**src/ssp_pkg.sv**
```systemverilog
// constants, register map and types of the synchronous serial port register block
// Behaviour
// RULE1: slave select bit 1 makes the port a slave; 0 (reset) makes it master.
// RULE2: port enable bit 1 gates all serial activity; resets to 0.
// RULE3: loopback bit feeds transmit shifter output into receive shifter internally.
// RULE4: data register read returns receive FIFO head; frames stored at write pointer.
// RULE5: data register write queues transmit FIFO; shifter sends entries at bit rate.
// RULE6: short frames take right-justified transmit data; upper unused bits ignored.
// RULE7: short received frames stored right-justified.
// RULE8: busy flag set while a frame moves or transmit FIFO holds data.
// RULE9: status bit 3 receive FIFO full, bit 2 receive FIFO not empty; reset 0.
// RULE10: status bit 1 transmit FIFO not full, bit 0 transmit FIFO empty; reset 1.
// RULE11: even prescale divisor divides the clock; bit 0 always reads zero.
// RULE12: mask bit 1 enables its interrupt; mask readable, clears at reset.
// RULE13: transmit interrupt when transmit FIFO half empty or emptier.
// RULE14: receive level interrupt when receive FIFO is half full.
// RULE15: timeout interrupt when receive data sits unread past the timeout.
// RULE16: overrun interrupt when a frame arrives with receive FIFO full.
// RULE17: raw status shows unmasked conditions, ignores writes, transmit bit resets 1.
// RULE18: masked status is raw ANDed with mask, ignores writes, resets 0.
// RULE19: write-only clear: bit 1 clears timeout, bit 0 clears overrun.
// RULE20: dma control bit 1 transmit, bit 0 receive request enable; reset 0.
// RULE21: software changes the slave select bit only while the port is disabled.
// RULE22: combined interrupt output is the OR of the four masked states.
// RULE23: timeout is 32 bit periods with receive FIFO non-empty and unread.
package ssp_pkg;

    // register byte addresses, low six address bits
    localparam logic [5:0] ADDR_CTRL_B    = 6'h04;
    localparam logic [5:0] ADDR_DATA      = 6'h08;
    localparam logic [5:0] ADDR_STATUS    = 6'h10;
    localparam logic [5:0] ADDR_PRESCALE  = 6'h14;
    localparam logic [5:0] ADDR_MASK      = 6'h18;
    localparam logic [5:0] ADDR_RAW       = 6'h1c;
    localparam logic [5:0] ADDR_MASKED    = 6'h20;
    localparam logic [5:0] ADDR_CLEAR     = 6'h24;
    localparam logic [5:0] ADDR_DMA       = 6'h28;

    // port_control_b fields
    localparam int CTRL_SLAVE_BIT = 2;
    localparam int CTRL_EN_BIT    = 1;
    localparam int CTRL_LOOP_BIT  = 0;

    // interrupt bit positions, shared by mask, raw, masked and clear
    localparam int IRQ_TX_BIT  = 3;
    localparam int IRQ_RX_BIT  = 2;
    localparam int IRQ_TMO_BIT = 1;
    localparam int IRQ_OVR_BIT = 0;

    // port_status fields
    localparam int STAT_BUSY_BIT  = 4;
    localparam int STAT_RFF_BIT   = 3;
    localparam int STAT_RNE_BIT   = 2;
    localparam int STAT_TNF_BIT   = 1;
    localparam int STAT_TFE_BIT   = 0;

    // dma_control fields
    localparam int DMA_TX_BIT = 1;
    localparam int DMA_RX_BIT = 0;

    // reset values
    localparam logic [2:0] CTRL_RST     = 3'h0;
    localparam logic [7:0] PRESCALE_RST = 8'h00;
    localparam logic [3:0] MASK_RST     = 4'h0;
    localparam logic [1:0] DMA_RST      = 2'h0;

    // fifo geometry and thresholds
    localparam logic [3:0] FIFO_DEPTH = 4'h8;
    localparam logic [3:0] FIFO_HALF  = 4'h4;

    // receive timeout in bit periods
    localparam logic [5:0] RX_TMO_BITS = 6'h20;

    // bus responses
    localparam logic [1:0] RESP_OKAY   = 2'h0;
    localparam logic [1:0] RESP_SLVERR = 2'h2;

    typedef enum logic [1:0] {
        SSP_IDLE  = 2'h0,
        SSP_SHIFT = 2'h1
    } ssp_state_t;

    typedef struct packed {
        // bus side
        logic              aw_ok;
        logic [5:0]        aw_addr;
        logic              w_ok;
        logic [15:0]       w_data;
        logic [1:0]        w_strb;
        logic              bvalid;
        logic [1:0]        bresp;
        logic              rvalid;
        logic [1:0]        rresp;
        logic [15:0]       rdata;
        // software state
        logic [2:0]        ctrl;
        logic [7:0]        prescale;
        logic [3:0]        mask;
        logic [1:0]        dma;
        logic              tmo_raw;
        logic              ovr_raw;
        // fifos
        logic [7:0][15:0]  txq;
        logic [2:0]        tx_wp;
        logic [2:0]        tx_rp;
        logic [3:0]        tx_cnt;
        logic [7:0][15:0]  rxq;
        logic [2:0]        rx_wp;
        logic [2:0]        rx_rp;
        logic [3:0]        rx_cnt;
        // serial engine
        ssp_state_t        state;
        logic [15:0]       sh;
        logic [4:0]        bcnt;
        logic              rxbit;
        logic              sck;
        logic              cs_n;
        logic              txo;
        logic [6:0]        pdiv;
        logic              phase;
        logic [5:0]        tmo;
        // pin synchronisers
        logic              sck_s1;
        logic              sck_s2;
        logic              sck_s3;
        logic              ss_s1;
        logic              ss_s2;
        logic              rx_s1;
        logic              rx_s2;
    } ssp_regs_t;

endpackage

```
**src/ssp_port.sv**
```systemverilog
// synchronous serial port: register slave, fifos, serial engine and interrupt status
//
// Design decision made here: register access over AXI4-Lite.
`timescale 1ns/1ps
`default_nettype none
module ssp_port
    import ssp_pkg::*;
(
    // clock and reset
    input  wire logic        mclk,
    input  wire logic        reset_n,
    // axi4-lite write
    input  wire logic [31:0] awaddr,
    input  wire logic        awvalid,
    output logic             awready,
    input  wire logic [31:0] wdata,
    input  wire logic [3:0]  wstrb,
    input  wire logic        wvalid,
    output logic             wready,
    output logic [1:0]       bresp,
    output logic             bvalid,
    input  wire logic        bready,
    // axi4-lite read
    input  wire logic [31:0] araddr,
    input  wire logic        arvalid,
    output logic             arready,
    output logic [31:0]      rdata,
    output logic [1:0]       rresp,
    output logic             rvalid,
    input  wire logic        rready,
    // frame size code from the other control register, bits minus one
    input  wire logic [3:0]  data_size,
    // serial pins
    output logic             port_sck_o,
    output logic             port_sck_oe_n,
    input  wire logic        port_sck_i,
    output logic             port_ss_n_o,
    output logic             port_ss_oe_n,
    input  wire logic        port_ss_n_i,
    output logic             serial_tx_pin,
    output logic             serial_tx_oe_n,
    input  wire logic        serial_rx_pin,
    // interrupts and dma requests
    output logic             tx_level_irq,
    output logic             rx_level_irq,
    output logic             rx_timeout_irq,
    output logic             rx_overrun_irq,
    output logic             port_irq,
    output logic             tx_dma_req,
    output logic             rx_dma_req
);

    ssp_regs_t s;
    ssp_regs_t n;

    logic        slave_select_bit;
    logic        port_enable_bit;
    logic        loopback_bit;
    logic [3:0]  raw;
    logic [3:0]  masked;
    logic [15:0] frame_mask;

    assign slave_select_bit = s.ctrl[CTRL_SLAVE_BIT];
    assign port_enable_bit  = s.ctrl[CTRL_EN_BIT];
    assign loopback_bit     = s.ctrl[CTRL_LOOP_BIT];
    assign frame_mask       = 16'hffff >> (4'hf - data_size); // [RULE6] [RULE7]

    always_comb
    begin
        raw              = 4'h0;
        raw[IRQ_TX_BIT]  = (s.tx_cnt <= FIFO_HALF); // [RULE13]
        raw[IRQ_RX_BIT]  = (s.rx_cnt >= FIFO_HALF); // [RULE14]
        raw[IRQ_TMO_BIT] = s.tmo_raw;
        raw[IRQ_OVR_BIT] = s.ovr_raw;
    end

    assign masked = raw & s.mask; // [RULE18]

    // bus handshake outputs
    assign awready = !s.aw_ok;
    assign wready  = !s.w_ok;
    assign arready = !s.rvalid;
    assign bvalid  = s.bvalid;
    assign bresp   = s.bresp;
    assign rvalid  = s.rvalid;
    assign rresp   = s.rresp;
    assign rdata   = {16'h0000, s.rdata};

    assign tx_level_irq   = masked[IRQ_TX_BIT];
    assign rx_level_irq   = masked[IRQ_RX_BIT];
    assign rx_timeout_irq = masked[IRQ_TMO_BIT];
    assign rx_overrun_irq = masked[IRQ_OVR_BIT];
    assign port_irq       = |masked; // [RULE22]
    assign tx_dma_req     = s.dma[DMA_TX_BIT] && (s.tx_cnt != FIFO_DEPTH); // [RULE20]
    assign rx_dma_req     = s.dma[DMA_RX_BIT] && (s.rx_cnt != 4'h0); // [RULE20]

    // pins: master drives clock and select, a selected slave drives data
    assign port_sck_o     = s.sck;
    assign port_ss_n_o    = s.cs_n;
    assign port_sck_oe_n  = !(port_enable_bit && !slave_select_bit);
    assign port_ss_oe_n   = !(port_enable_bit && !slave_select_bit);
    assign serial_tx_pin  = s.txo;
    assign serial_tx_oe_n = !(port_enable_bit && (!slave_select_bit || !s.ss_s2));

    logic        wr_go;
    logic        rd_go;
    logic [15:0] wm;
    logic [15:0] wv;
    logic        tx_push;
    logic        tx_pop;
    logic        rx_push;
    logic        rx_pop;
    logic [15:0] rx_word;
    logic        half_tick;
    logic        bit_tick;
    logic        rise;
    logic        fall;
    logic        src;
    logic [7:0]  div;

    always_comb
    begin
        n         = s;
        wr_go     = s.aw_ok && s.w_ok && !s.bvalid;
        rd_go     = arvalid && !s.rvalid;
        wm        = {{8{s.w_strb[1]}}, {8{s.w_strb[0]}}};
        wv        = s.w_data & wm;
        tx_push   = 1'b0;
        tx_pop    = 1'b0;
        rx_push   = 1'b0;
        rx_pop    = 1'b0;
        rx_word   = 16'h0000;
        rise      = 1'b0;
        fall      = 1'b0;
        // divisor below two behaves as two
        div       = (s.prescale < 8'h02) ? 8'h02 : s.prescale; // [RULE11]
        half_tick = (s.pdiv == 7'(div[7:1] - 7'h01));
        bit_tick  = half_tick && s.phase;
        src       = loopback_bit ? s.txo : s.rx_s2; // [RULE3]

        // synchronisers: stage one feeds stage two; the clock adds a third stage for edge detection
        n.sck_s1 = port_sck_i;
        n.sck_s2 = s.sck_s1;
        n.sck_s3 = s.sck_s2;
        n.ss_s1  = port_ss_n_i;
        n.ss_s2  = s.ss_s1;
        n.rx_s1  = serial_rx_pin;
        n.rx_s2  = s.rx_s1;

        // bit-rate divider, free running except for a restart as a master frame starts
        n.pdiv = half_tick ? 7'h00 : 7'(s.pdiv + 7'h01); // [RULE11]
        if (half_tick)
        begin
            n.phase = !s.phase;
        end

        // write channel capture, either order
        if (awvalid && !s.aw_ok)
        begin
            n.aw_ok   = 1'b1;
            n.aw_addr = awaddr[5:0];
        end
        if (wvalid && !s.w_ok)
        begin
            n.w_ok   = 1'b1;
            n.w_data = wdata[15:0];
            n.w_strb = wstrb[1:0];
        end
        if (s.bvalid && bready)
        begin
            n.bvalid = 1'b0;
        end
        if (wr_go)
        begin
            n.aw_ok  = 1'b0;
            n.w_ok   = 1'b0;
            n.bvalid = 1'b1;
            n.bresp  = RESP_OKAY;
            unique case (s.aw_addr)
                ADDR_CTRL_B:
                    if (s.w_strb[0])
                    begin
                        n.ctrl[CTRL_EN_BIT]   = s.w_data[CTRL_EN_BIT]; // [RULE2]
                        n.ctrl[CTRL_LOOP_BIT] = s.w_data[CTRL_LOOP_BIT]; // [RULE3]
                        // mode held while running so a live frame never flips role
                        if (!port_enable_bit)
                        begin
                            n.ctrl[CTRL_SLAVE_BIT] = s.w_data[CTRL_SLAVE_BIT]; // [RULE1] [RULE21]
                        end
                    end
                ADDR_DATA:
                    // full fifo drops the write silently
                    if (s.tx_cnt != FIFO_DEPTH)
                    begin
                        tx_push = 1'b1; // [RULE5]
                    end
                ADDR_PRESCALE:
                    if (s.w_strb[0])
                    begin
                        n.prescale = {s.w_data[7:1], 1'b0}; // [RULE11]
                    end
                ADDR_MASK:
                    if (s.w_strb[0])
                    begin
                        n.mask = s.w_data[3:0]; // [RULE12]
                    end
                ADDR_CLEAR:
                    if (s.w_strb[0])
                    begin
                        if (s.w_data[IRQ_TMO_BIT])
                        begin
                            n.tmo_raw = 1'b0; // [RULE19]
                        end
                        if (s.w_data[IRQ_OVR_BIT])
                        begin
                            n.ovr_raw = 1'b0; // [RULE19]
                        end
                    end
                ADDR_DMA:
                    if (s.w_strb[0])
                    begin
                        n.dma = s.w_data[1:0]; // [RULE20]
                    end
                ADDR_STATUS, ADDR_RAW, ADDR_MASKED:
                    n.bresp = RESP_OKAY; // [RULE17] [RULE18]
                default:
                    n.bresp = RESP_SLVERR;
            endcase
        end

        // read channel
        if (s.rvalid && rready)
        begin
            n.rvalid = 1'b0;
        end
        if (rd_go)
        begin
            n.rvalid = 1'b1;
            n.rresp  = RESP_OKAY;
            n.rdata  = 16'h0000;
            unique case (araddr[5:0])
                ADDR_CTRL_B:   n.rdata = {13'h0, s.ctrl};
                ADDR_DATA:
                begin
                    n.rdata = s.rxq[s.rx_rp]; // [RULE4]
                    rx_pop  = (s.rx_cnt != 4'h0);
                end
                ADDR_STATUS:
                begin
                    n.rdata[STAT_BUSY_BIT] = (s.state != SSP_IDLE) || (s.tx_cnt != 4'h0); // [RULE8]
                    n.rdata[STAT_RFF_BIT]  = (s.rx_cnt == FIFO_DEPTH); // [RULE9]
                    n.rdata[STAT_RNE_BIT]  = (s.rx_cnt != 4'h0); // [RULE9]
                    n.rdata[STAT_TNF_BIT]  = (s.tx_cnt != FIFO_DEPTH); // [RULE10]
                    n.rdata[STAT_TFE_BIT]  = (s.tx_cnt == 4'h0); // [RULE10]
                end
                ADDR_PRESCALE: n.rdata = {8'h00, s.prescale};
                ADDR_MASK:     n.rdata = {12'h000, s.mask}; // [RULE12]
                ADDR_RAW:      n.rdata = {12'h000, raw}; // [RULE17]
                ADDR_MASKED:   n.rdata = {12'h000, masked}; // [RULE18]
                ADDR_CLEAR:    n.rdata = 16'h0000;
                ADDR_DMA:      n.rdata = {14'h0, s.dma};
                default:       n.rresp = RESP_SLVERR;
            endcase
        end

        // edge events for the shifter
        if (slave_select_bit)
        begin
            rise = s.sck_s2 && !s.sck_s3;
            fall = !s.sck_s2 && s.sck_s3;
        end
        else
        begin
            rise = half_tick && !s.sck;
            fall = half_tick && s.sck;
        end

        unique case (s.state)
            SSP_IDLE:
            begin
                n.sck  = 1'b0;
                n.cs_n = 1'b1;
                if (port_enable_bit) // [RULE2]
                begin
                    if (!slave_select_bit && (s.tx_cnt != 4'h0))
                    begin
                        tx_pop  = 1'b1; // [RULE5]
                        n.sh    = s.txq[s.tx_rp];
                        n.bcnt  = {1'b0, data_size} + 5'h01;
                        n.cs_n  = 1'b0;
                        n.pdiv  = 7'h00;
                        n.state = SSP_SHIFT;
                    end
                    else if (slave_select_bit && !s.ss_s2)
                    begin
                        // empty fifo answers with zeros
                        tx_pop  = (s.tx_cnt != 4'h0);
                        n.sh    = tx_pop ? s.txq[s.tx_rp] : 16'h0000;
                        n.bcnt  = {1'b0, data_size} + 5'h01;
                        n.state = SSP_SHIFT;
                    end
                end
            end
            SSP_SHIFT:
            begin
                if (!port_enable_bit || (slave_select_bit && s.ss_s2)) // [RULE2]
                begin
                    n.state = SSP_IDLE;
                end
                else if (rise)
                begin
                    n.sck   = !slave_select_bit;
                    n.rxbit = src;
                    if (s.bcnt == 5'h01)
                    begin
                        rx_push = 1'b1; // [RULE4]
                        rx_word = {s.sh[14:0], src} & frame_mask; // [RULE7]
                    end
                end
                else if (fall)
                begin
                    n.sck = 1'b0;
                    if (s.bcnt == 5'h01)
                    begin
                        n.state = SSP_IDLE;
                    end
                    else
                    begin
                        n.sh   = {s.sh[14:0], s.rxbit};
                        n.bcnt = 5'(s.bcnt - 5'h01);
                    end
                end
            end
            default:
                n.state = SSP_IDLE;
        endcase
        n.txo = n.sh[data_size]; // [RULE6]

        // fifo bookkeeping
        if (tx_push)
        begin
            n.txq[s.tx_wp] = wv; // [RULE5]
            n.tx_wp        = 3'(s.tx_wp + 3'h1);
        end
        if (tx_pop)
        begin
            n.tx_rp = 3'(s.tx_rp + 3'h1);
        end
        n.tx_cnt = 4'(s.tx_cnt + {3'h0, tx_push} - {3'h0, tx_pop});

        if (rx_pop)
        begin
            n.rx_rp = 3'(s.rx_rp + 3'h1);
        end
        if (rx_push && (s.rx_cnt == FIFO_DEPTH))
        begin
            n.ovr_raw = 1'b1; // [RULE16]
            rx_push   = 1'b0;
        end
        if (rx_push)
        begin
            n.rxq[s.rx_wp] = rx_word; // [RULE4]
            n.rx_wp        = 3'(s.rx_wp + 3'h1);
        end
        n.rx_cnt = 4'(s.rx_cnt + {3'h0, rx_push} - {3'h0, rx_pop});

        // receive timeout, restarted by a data register read or an empty fifo
        if (rx_pop || (s.rx_cnt == 4'h0))
        begin
            n.tmo = 6'h00; // [RULE23]
        end
        else if (bit_tick)
        begin
            if (6'(s.tmo + 6'h01) == RX_TMO_BITS)
            begin
                n.tmo     = 6'h00;
                n.tmo_raw = 1'b1; // [RULE15] [RULE23]
            end
            else
            begin
                n.tmo = 6'(s.tmo + 6'h01);
            end
        end
    end

    always_ff @(posedge mclk or negedge reset_n)
    begin
        if (!reset_n)
        begin
            s          <= '0;
            s.ctrl     <= CTRL_RST; // [RULE1] [RULE2]
            s.prescale <= PRESCALE_RST;
            s.mask     <= MASK_RST; // [RULE12]
            s.dma      <= DMA_RST; // [RULE20]
            s.state    <= SSP_IDLE;
            s.cs_n     <= 1'b1;
            s.ss_s1    <= 1'b1;
            s.ss_s2    <= 1'b1;
        end
        else
        begin
            s <= n;
        end
    end

endmodule
`default_nettype wire

```
**config.mk**
```make
export PLATFORM = sky130hd
export DESIGN_NAME = ssp_port
export DESIGN_NICKNAME = d
export VERILOG_FILES = /design/src/ssp_pkg.sv /design/src/ssp_port.sv
export SDC_FILE = /design/constraint.sdc
export NUM_CORES = 1
export LEC_CHECK = 0
export BUFFER_PORTS_ARGS = -buffer_cell sky130_fd_sc_hd__buf_2
export CAP_MARGIN = 10
export CORE_ASPECT_RATIO = 1.2
export CORE_MARGIN = 2
export CORE_UTILIZATION = 52
export DETAILED_ROUTE_END_ITERATION = 6
export PLACE_DENSITY = 0.71
export SYNTH_ARGS = -nofsm -noshare
export SYNTH_HDL_FRONTEND = slang
export SYNTH_SLANG_ARGS = --single-unit
```
**constraint.sdc**
```tcl
create_clock -name mclk -period 5.7 [get_ports mclk]
set_clock_uncertainty 0.05 [all_clocks]
set_input_delay 1.14 -clock mclk [delete_from_list [all_inputs] [get_ports mclk]]
set_output_delay 1.14 -clock mclk [all_outputs]
set_load 0.03 [all_outputs]
```
==> results of run 1 <==
[sequential cells by signal, summed over array words and instances (netlist names)]
| name | count |
|---|---|
| raw | 2 |
| serial_tx_pin | 1 |
| bvalid | 1 |
| s | 356 |
| rvalid | 1 |
| n | 4 |
| loopback_bit | 1 |
| rdata | 16 |
| port_sck_o | 1 |
| port_enable_bit | 1 |
| rresp | 1 |
| port_ss_n_o | 1 |
| bresp | 1 |
[critical path: cells and delay by family (launching register included)]
kind	cells	cell delay, ns
AOI/OAI and AO/OA	3	0.80
xor gates and xnor gates	2	0.30
DFF	1	0.49
buffers and inverters	3	0.31
adders and majority gates	4	1.18
and+or+nand+nor	5	1.40
[layer usage]
metal | up-vias | part of all wire, % | global-route usage [%]
li1 | 5963 | - | -
met3 | 72 | 4.4 | 3.15
met2 | 345 | 51 | 40.4
met4 | 0 | 2.4 | 6.61
met1 | 6342 | 43 | 31.3
met5 | - | 0 | 0
[cells by family after synthesis]
| logic type | Yosys count | share of synthesized area [%] |
|---|---|---|
| adder cells (fa/ha/maj) | 29 | 2.08 |
| flip-flops | 387 | 53.3 |
| AND/OR/NAND/NOR | 524 | 12.6 |
| buffers and inverters | 181 | 4.66 |
| XOR/XNOR | 27 | 1.34 |
| AO/OA/AOI/OAI | 389 | 12.2 |
| other | 1 | 0.0206 |
| multiplexers | 163 | 13.8 |
[final cells by class]
class	count	share of cell area [%]
clock buffers	56	5.69
repair buffers	111	3.27
well taps	462	2.87
clock inverters	17	0.853
flip-flops and latches	387	48.2
multi-input cells	1150	38.4
inverters	39	0.728
[report_power, final]
part           internal [mW]  leakage [nW]  switching, mW
sequential              3.13          4.67          0.524
combinational          0.869          3.64           1.12
clock                   1.55         0.644           1.08
total                   5.54          8.96           2.73
[final timing paths]
check / end / from / cells after the start
max: s[50]$_DFF_PN0_ / s[335]$_DFFE_PN0P_ / 17
min: s[0]$_DFF_PN0_ / n[0]$_DFF_PN0_ / 0
max reg2reg: s[50]$_DFF_PN0_ / s[335]$_DFFE_PN0P_ / 17
min reg2reg: s[0]$_DFF_PN0_ / n[0]$_DFF_PN0_ / 0
max in group asynchronous: s[190]$_DFFE_PN0P_ / reset_n / 2
min in group asynchronous: s[48]$_DFF_PN0_ / reset_n / 1
[cells in the final DEF (no fill, tap or decap), drive strengths merged, types with 5 or more instances in the layout]
cell      n
dfrtp   384
nand2   334
o21ai   289
buf     111
nor2     68
mux2     65
mux4     64
clkbuf   56
inv      38
mux2i    34
a21oi    32
nand3    30
ha       27
conb     18
nor3     14
xor2     14
xnor2    13
clkinv   12
o211ai   11
and2     10
nand2b    8
nor2b     8
or3       7
nand4b    6
nand3b    6
nor4      6
nand4     5
a221o     5
==> results.cfg, run 1 <==
[setup_path]
end_kind = register
crit_arrival_ns = 5.01
rrSetupSlack_ns = 1.05
start_kind = register
path_cells = nor4_1 > a21oi_1 > ha_1 > xnor2_1 > a311oi_1 > nand3_1 > nor4_4 > buf_4 > nand2_2 > a211oi_4 > and2_1 > inv_1 > ha_1 > inv_1 > ha_1 > fa_1 > xor2_1
criticalPathCategory = register to register
crit_slowest_cell = nor4_1
path_common_cell = ha_1
required_ns = 6.07
slowest_delay_ns = 0.50
crit_fanout = 11

[grt]
track_usage_pct = 23.4
grt_pass1_vias = 13100
grt_pass1_wl_um = 68800
overflow = 0
grt_start_max_net_pins = 126
antenna_found_initial = 0

[timing]
whs_ns = 0.302
final.min_clock_period_ns = 4.65
slew_viol_final = 0
worstMarginPinSlew_ns = 1.14
final_hold_viol_count = 0
layout_setup_ws_ns = 1.05
tns_ns = 0
fmax_mhz = 215
worst_slew_margin_rel_pct = 23.5
fin_crit_sh_pct = 81.6
grt_setup_unrepaired = no
finalSetupViolCount = 0

[min_path]
hp-class = register to register

[finish]
drive_gt1_share_pct = 18.0
design_area_sq_um = 20100
final_cells = 2222
multi_input_comb_area_sq_um = 7720
n_antenna_cell = 0
synthToLayoutAreaGrowth_pct = 10.6
fin_nets = 1873
nFillCells = 2890
register_area_sq_um = 9690
final_util_pct = 57.9

[yosys]
syn_area_sq_um = 18200
synth_top_flop_cell = dfrtp_1
synth.most_common_cell = dfrtp_1
ys_warn_count = 0
synth_edf_count = 0
synth.area.top_cells = dfrtp_1, mux4_2, o21ai_0
async_flop_share_pct = 100
synth_top_cells_by_count = dfrtp_1, nand2_1, o21ai_0
synth_cell_type_count = 80
yosysTopAreaCell = dfrtp_1
avgSynthCellArea_sq_um = 10.7
syn_inst = 1701
synth_top_area_share_pct = 52.8
synth.ff_latch_count = 387
ys_seq_area_share_pct = 53.3

[route]
num_vias = 12700
dr.pass1.iters = 6
ant_nets = 0
drc = 0
wl_um = 41300
drt_iter0_drc = 956
wl_per_cell_um = 18.6
routed_via_density = 5.73

[power]
totalPowerFinal_mw = 8.27
ir_drop_v = 0.000447
power.leakage_nw = 8.96
power_density_nw_per_um2 = 411

[die]
row_count = 75
core_area_sq_um = 34700
io_pins = 168
die_width_um = 175
start_util_pct = 52.4
die_area_sq_um = 36500
chipHeight_um = 209

[clocking]
cts_root_buf = clkbuf_16
cts_resized = 0
holdBufCountCts = 0
cts.repair_timing.setup_buffer_count = 0
cts.sinks = 387
cts_tree = built
clk_pin_slew_ns = 0.06
clk_path_buf_depth = 3
clock_latency_ns = 0.54
htreeDepth = 2
cts_buffers = 41

[flow_run]
max_cap_viol_count = 0

[placement]
dp_hpwl_um = 27700
placed_cells = 2149
pre_cts_ws_ns = 1.05
gp_congestion = 0.871
placed_area_sq_um = 18800
port_buffers = 79

[outcome]
status = finished clean
Note: power is estimated with default switching activity, not from simulation.
==> run 2, diff against run 1 <==
ABC_AREA = 1   (was unset)
clock period = 4.29 ns   (was 5.7 ns; I/O delays follow)
==> results.cfg, run 2 <==
[outcome]
status = finished clean

[timing]
worst_slew_margin_rel_pct = 27.5
final_hold_viol_count = 0
tns_ns = 0
layout_setup_ws_ns = 0.453
finalSetupViolCount = 0
grt_setup_unrepaired = no
fin_crit_sh_pct = 89.4
worstMarginPinSlew_ns = 1.07
final.min_clock_period_ns = 3.84
slew_viol_final = 0
fmax_mhz = 261

[route]
drc = 0
wl_per_cell_um = 18.3
dr.pass1.iters = 5
num_vias = 15500
routed_via_density = 5.78
ant_nets = 0
drt_iter0_drc = 1402
wl_um = 48900

[setup_path]
crit_arrival_ns = 4.21
end_kind = register
crit_fanout = 17
criticalPathCategory = register to register
start_kind = register
required_ns = 4.66

[yosys]
synth_top_cells_by_count = nand2_1, dfrtp_1, o21ai_0
synth.ff_latch_count = 387
ys_warn_count = 0
synth.area.top_cells = dfrtp_1, nand2_1, o21ai_0
ys_seq_area_share_pct = 51.8
synth_cell_type_count = 52
synth_top_flop_cell = dfrtp_1
synth_top_area_share_pct = 51.4
async_flop_share_pct = 100
syn_inst = 2159
synth.most_common_cell = nand2_1
avgSynthCellArea_sq_um = 8.66
yosysTopAreaCell = dfrtp_1
syn_area_sq_um = 18700
synth_edf_count = 0

[finish]
final_cells = 2678
n_antenna_cell = 0
drive_gt1_share_pct = 10.5
final_util_pct = 57.8
final_cell_mix = nand2_1, dfrtp_1, o21ai_0
synthToLayoutAreaGrowth_pct = 10.2
fin_nets = 2324
layout_commonest_cell = nand2_1
largest_reg_flops = 356
top_register = s

[die]
row_count = 76
chipHeight_um = 212
die_width_um = 177
core_area_sq_um = 35700
io_pins = 168
die_area_sq_um = 37500
start_util_pct = 52.4

[power]
power.leakage_nw = 9.77
ir_drop_v = 0.000373
power_density_nw_per_um2 = 538
sw_frac_of_total_pct = 34.6
combinationalPowerShare_pct = 26.6
pwr-share-seq_pct = 39.5
power.switching_mw = 3.83
p_int_mw = 7.24
clock_power_share_pct = 33.8

[clocking]
cts_resized = 0
cts.sinks = 387
clk_pin_slew_ns = 0.06
cts_tree = built
clock_latency_ns = 0.55
cts.repair_timing.setup_buffer_count = 0
cts_buffers = 41
holdBufCountCts = 0
htreeDepth = 2
cts_root_buf = clkbuf_16
clk_path_buf_depth = 3

[placement]
dp_hpwl_um = 31400
port_buffers = 79
pre_cts_ws_ns = 0.481
placed_cells = 2606
gp_congestion = 0.879

[min_path]
hp-class = register to register

[grt]
grt_pass1_wl_um = 80200
track_usage_pct = 26.9
grt_start_max_net_pins = 104
overflow = 0
antenna_found_initial = 0
grt_pass1_vias = 15200

[flow_run]
max_cap_viol_count = 0
## run 2: cell types whose count changed after synthesis, sizes merged, moves of 33 or more
cell    previous run  this run
nor2              68       211
nand2            334       446
mux4              64         0
mux2i             34         1
mux2              65        12
inv               37       129
o221ai             3        46
nand3             30       106
o21ai            289       445
## run 2: per-layer routing
metal / up-vias / GRT usage, % / share of wire (%)
li1: 7306 / - / -
met1: 7557 / 34.2 / 41
met2: 521 / 47.2 / 51
met3: 90 / 3.57 / 5.3
met4: 0 / 8.78 / 2.4
met5: - / 0 / 0
## run 2: kinds of logic after synthesis
group | synth area share [%]
simple gates | 18.1
xor+xnor | 1.17
flops | 51.8
mux | 0.776
buf+inv | 7.60
other cells | 0.0201
fa+ha+maj | 2.02
compound gates | 18.5
## run 2: stage by stage
stage          power, mW  instance area (sq um)  hold slack (ns)
6_report            11.1                  20600            0.308
2_1_floorplan       6.44                  18800            0.281
5_1_grt             11.7                  20600            0.314
4_1_cts             11.1                  20600            0.309
3_3_place_gp        7.26                  19200            0.284
3_5_place_dp        7.36                  19200            0.300
## run 2: final timing paths
path                                    startpoint                  to  slack (ns)  cells after the start
worst max-delay path            s[336]$_DFFE_PN0P_     s[50]$_DFF_PN0_        0.45                     23
worst min-delay path                n[2]$_DFF_PN1_      s[2]$_DFF_PN1_        0.31                      0
worst max register to register  s[336]$_DFFE_PN0P_     s[50]$_DFF_PN0_        0.45                     23
worst min register to register      n[2]$_DFF_PN1_      s[2]$_DFF_PN1_        0.31                      0
max in group asynchronous                  reset_n      n[2]$_DFF_PN1_        2.88                      2
min in group asynchronous                  reset_n  rvalid$_DFFE_PN0P_        0.35                      1
## run 2: worst max-delay path: stages, from the launching register on
cell	delay, ns
dfrtp_1	0.48
nor2_4	0.18
nand3_1	0.11
nand2_1	0.09
inv_1	0.04
ha_1	0.26
inv_1	0.07
nand2_1	0.04
nand2_1	0.09
xnor2_1	0.11
nand2_1	0.08
nor2_2	0.13
nand2_2	0.07
inv_2	0.12
nand3_4	0.09
nand2_2	0.09
nand2_4	0.08
nor2_8	0.27
nand2_8	0.14
ha_1	0.30
inv_1	0.04
ha_1	0.20
fa_1	0.38
xor2_1	0.17
## run 2: power by group through the flow
stage                     registers (mW)  logic (mW)  clock network (mW)
after floorplan                     4.35        2.10                   0
after global placement              4.41        2.85                   0
after detailed placement            4.43        2.92                   0
after CTS                           4.37        2.95                3.80
after global routing                4.43        3.31                3.96
final                               4.38        2.95                3.74
## run 2: layout make-up
class,instances,area [sq um]
Clock buffer,56,1120
Multi-Input combinational cell,1497,7650
Tap cell,468,586
Fill cell,3134,15100
Clock inverter,16,287
Inverter,135,507
Sequential cell,387,9690
Timing Repair Buffer,119,756
==> run 3, diff against run 2 <==
CORE_UTILIZATION = 60   (was 52)
PLACE_DENSITY = 0.8   (was 0.71)
==> results.cfg, run 3 (synthesized netlist as in run 2, its figures left out) <==
[finish]
final_cells = 2601
largest_reg_flops = 356
synthToLayoutAreaGrowth_pct = 8.83
fin_nets = 2318
layout_commonest_cell = nand2_1
final_cell_mix = nand2_1, dfrtp_1, o21ai_0
drive_gt1_share_pct = 10.3
design_area_sq_um = 20300
final_util_pct = 66.6
top_register = s
n_antenna_cell = 0

[route]
drc = 12
ant_nets = 0
wl_um = 47800
routed_via_density = 6.00
wl_per_cell_um = 18.4
num_vias = 15600
drt_iter0_drc = 1543
dr.pass1.iters = 7

[timing]
slew_viol_final = 0
finalSetupViolCount = 0
fmax_mhz = 272
tns_ns = 0
final_hold_viol_count = 0
fin_crit_sh_pct = 85.9
grt_setup_unrepaired = no
final.min_clock_period_ns = 3.68
worstMarginPinSlew_ns = 1.07
worst_slew_margin_rel_pct = 27.7

[setup_path]
startpoint = s[336]$_DFFE_PN0P_
end_kind = register
crit_arrival_ns = 4.05
worstRegToRegCells = 23
crit_fanout = 6
start_kind = register
criticalPathCategory = register to register
required_ns = 4.66
r2r-start = s[336]$_DFFE_PN0P_

[placement]
placed_area_sq_um = 19000
dp_hpwl_um = 30400
port_buffers = 79
placed_cells = 2529
gp_congestion = 0.886

[die]
start_util_pct = 61.2
chipHeight_um = 197
row_count = 70
die_width_um = 165
die_area_sq_um = 32600
core_area_sq_um = 30600
io_pins = 168

[grt]
grt_pass1_vias = 15300
top_usage_layer = met2
track_usage_pct = 30.1
met1_usage_pct = 38.9
overflow = 0
use_met3_pct = 4.64
antenna_found_initial = 1
grt_pass1_wl_um = 78100
grt.met2_usage_pct = 50.7
grt_start_max_net_pins = 101

[power]
p_int_mw = 6.96
power.switching_mw = 3.78
pwr-share-seq_pct = 40.8
totalPowerFinal_mw = 10.7
power_density_nw_per_um2 = 528
clock_power_share_pct = 31.8
power.leakage_nw = 9.70
sw_frac_of_total_pct = 35.2
combinationalPowerShare_pct = 27.4
ir_drop_v = 0.000483

[flow_run]
max_cap_viol_count = 0

[clocking]
cts_root_buf = clkbuf_16
clock_latency_ns = 0.53
clk_path_buf_depth = 3
cts.sinks = 387
cts_buffers = 40
cts_resized = 0
cts.repair_timing.setup_buffer_count = 0
htreeDepth = 2
clk_pin_slew_ns = 0.06
holdBufCountCts = 0
cts_tree = built

[outcome]
violations = DRC
status = complete, but fails checks

[min_path]
hp-class = input pin to async pin
==> run 3: cell count changes in the layout (fill, tap and decap cells not counted) <==
cell and delta:
buf_12 -1, buf_4 -4, bufinv_16 -6, clkbuf_1 -1, clkbuf_8 +6, clkinv_2 +1, inv_16 -1, inv_6 +2
inv_8 -1
==> run 3: layout make-up <==
class / count / area, sq um
clock buffers: 61 / 1200
clock inverters: 11 / 97.6
fillers: 2434 / 10200
inverters: 135 / 507
multi-input cells: 1497 / 7650
flip-flops and latches: 387 / 9690
well taps: 396 / 495
repair buffers: 114 / 706
==> run 3: critical path: stages (launching register included) <==
cell and delay [ns]:
dfrtp_1 0.48, nor2_4 0.19, nand3_1 0.11, nand2_1 0.09, inv_1 0.04, ha_1 0.26, inv_1 0.08, nand2_1 0.04
nand2_1 0.08, xnor2_1 0.12, nand2_1 0.08, nor2_2 0.14, nand2_2 0.08, inv_2 0.13, nand3_4 0.09, nand2_2 0.08
nand2_4 0.08, nor2_8 0.13, nand2_8 0.10, ha_1 0.30, inv_1 0.04, ha_1 0.20, fa_1 0.39, xor2_1 0.17
==> run 3: per-stage QoR <==
step / hold WS, ns / worst slack, ns
4_1_cts: 0.303 / 0.603
3_3_place_gp: 0.296 / 0.662
5_1_grt: 0.308 / 0.261
6_report: 0.287 / 0.607
3_5_place_dp: 0.298 / 0.623
2_1_floorplan: 0.281 / 0.954
==> run 3: power groups by stage <==
stage	clock network (mW)	logic (mW)	registers, mW
4_1_cts	3.46	2.94	4.37
6_report	3.42	2.95	4.38
3_3_place_gp	0	2.82	4.41
5_1_grt	3.63	3.30	4.42
2_1_floorplan	0	2.10	4.35
3_5_place_dp	0	2.92	4.43
==> run 3: routing by layer <==
| layer | up-vias | wire (um) |
|---|---|---|
| li1 | 7303 | - |
| met1 | 7590 | 19600 |
| met2 | 575 | 23500 |
| met3 | 123 | 2930 |
| met4 | 2 | 1700 |
| met5 | - | 11 |
==> run 3: path summary, 6_finish.rpt <==
path,to,slack [ns]
max,s[50]$_DFF_PN0_,0.61
min,s[8]$_DFFE_PN0P_,0.29
max reg2reg,s[50]$_DFF_PN0_,0.61
min reg2reg,s[2]$_DFF_PN1_,0.30
max in group asynchronous,s[271]$_DFFE_PN0P_,2.87
min in group mclk,s[2]$_DFF_PN1_,0.30
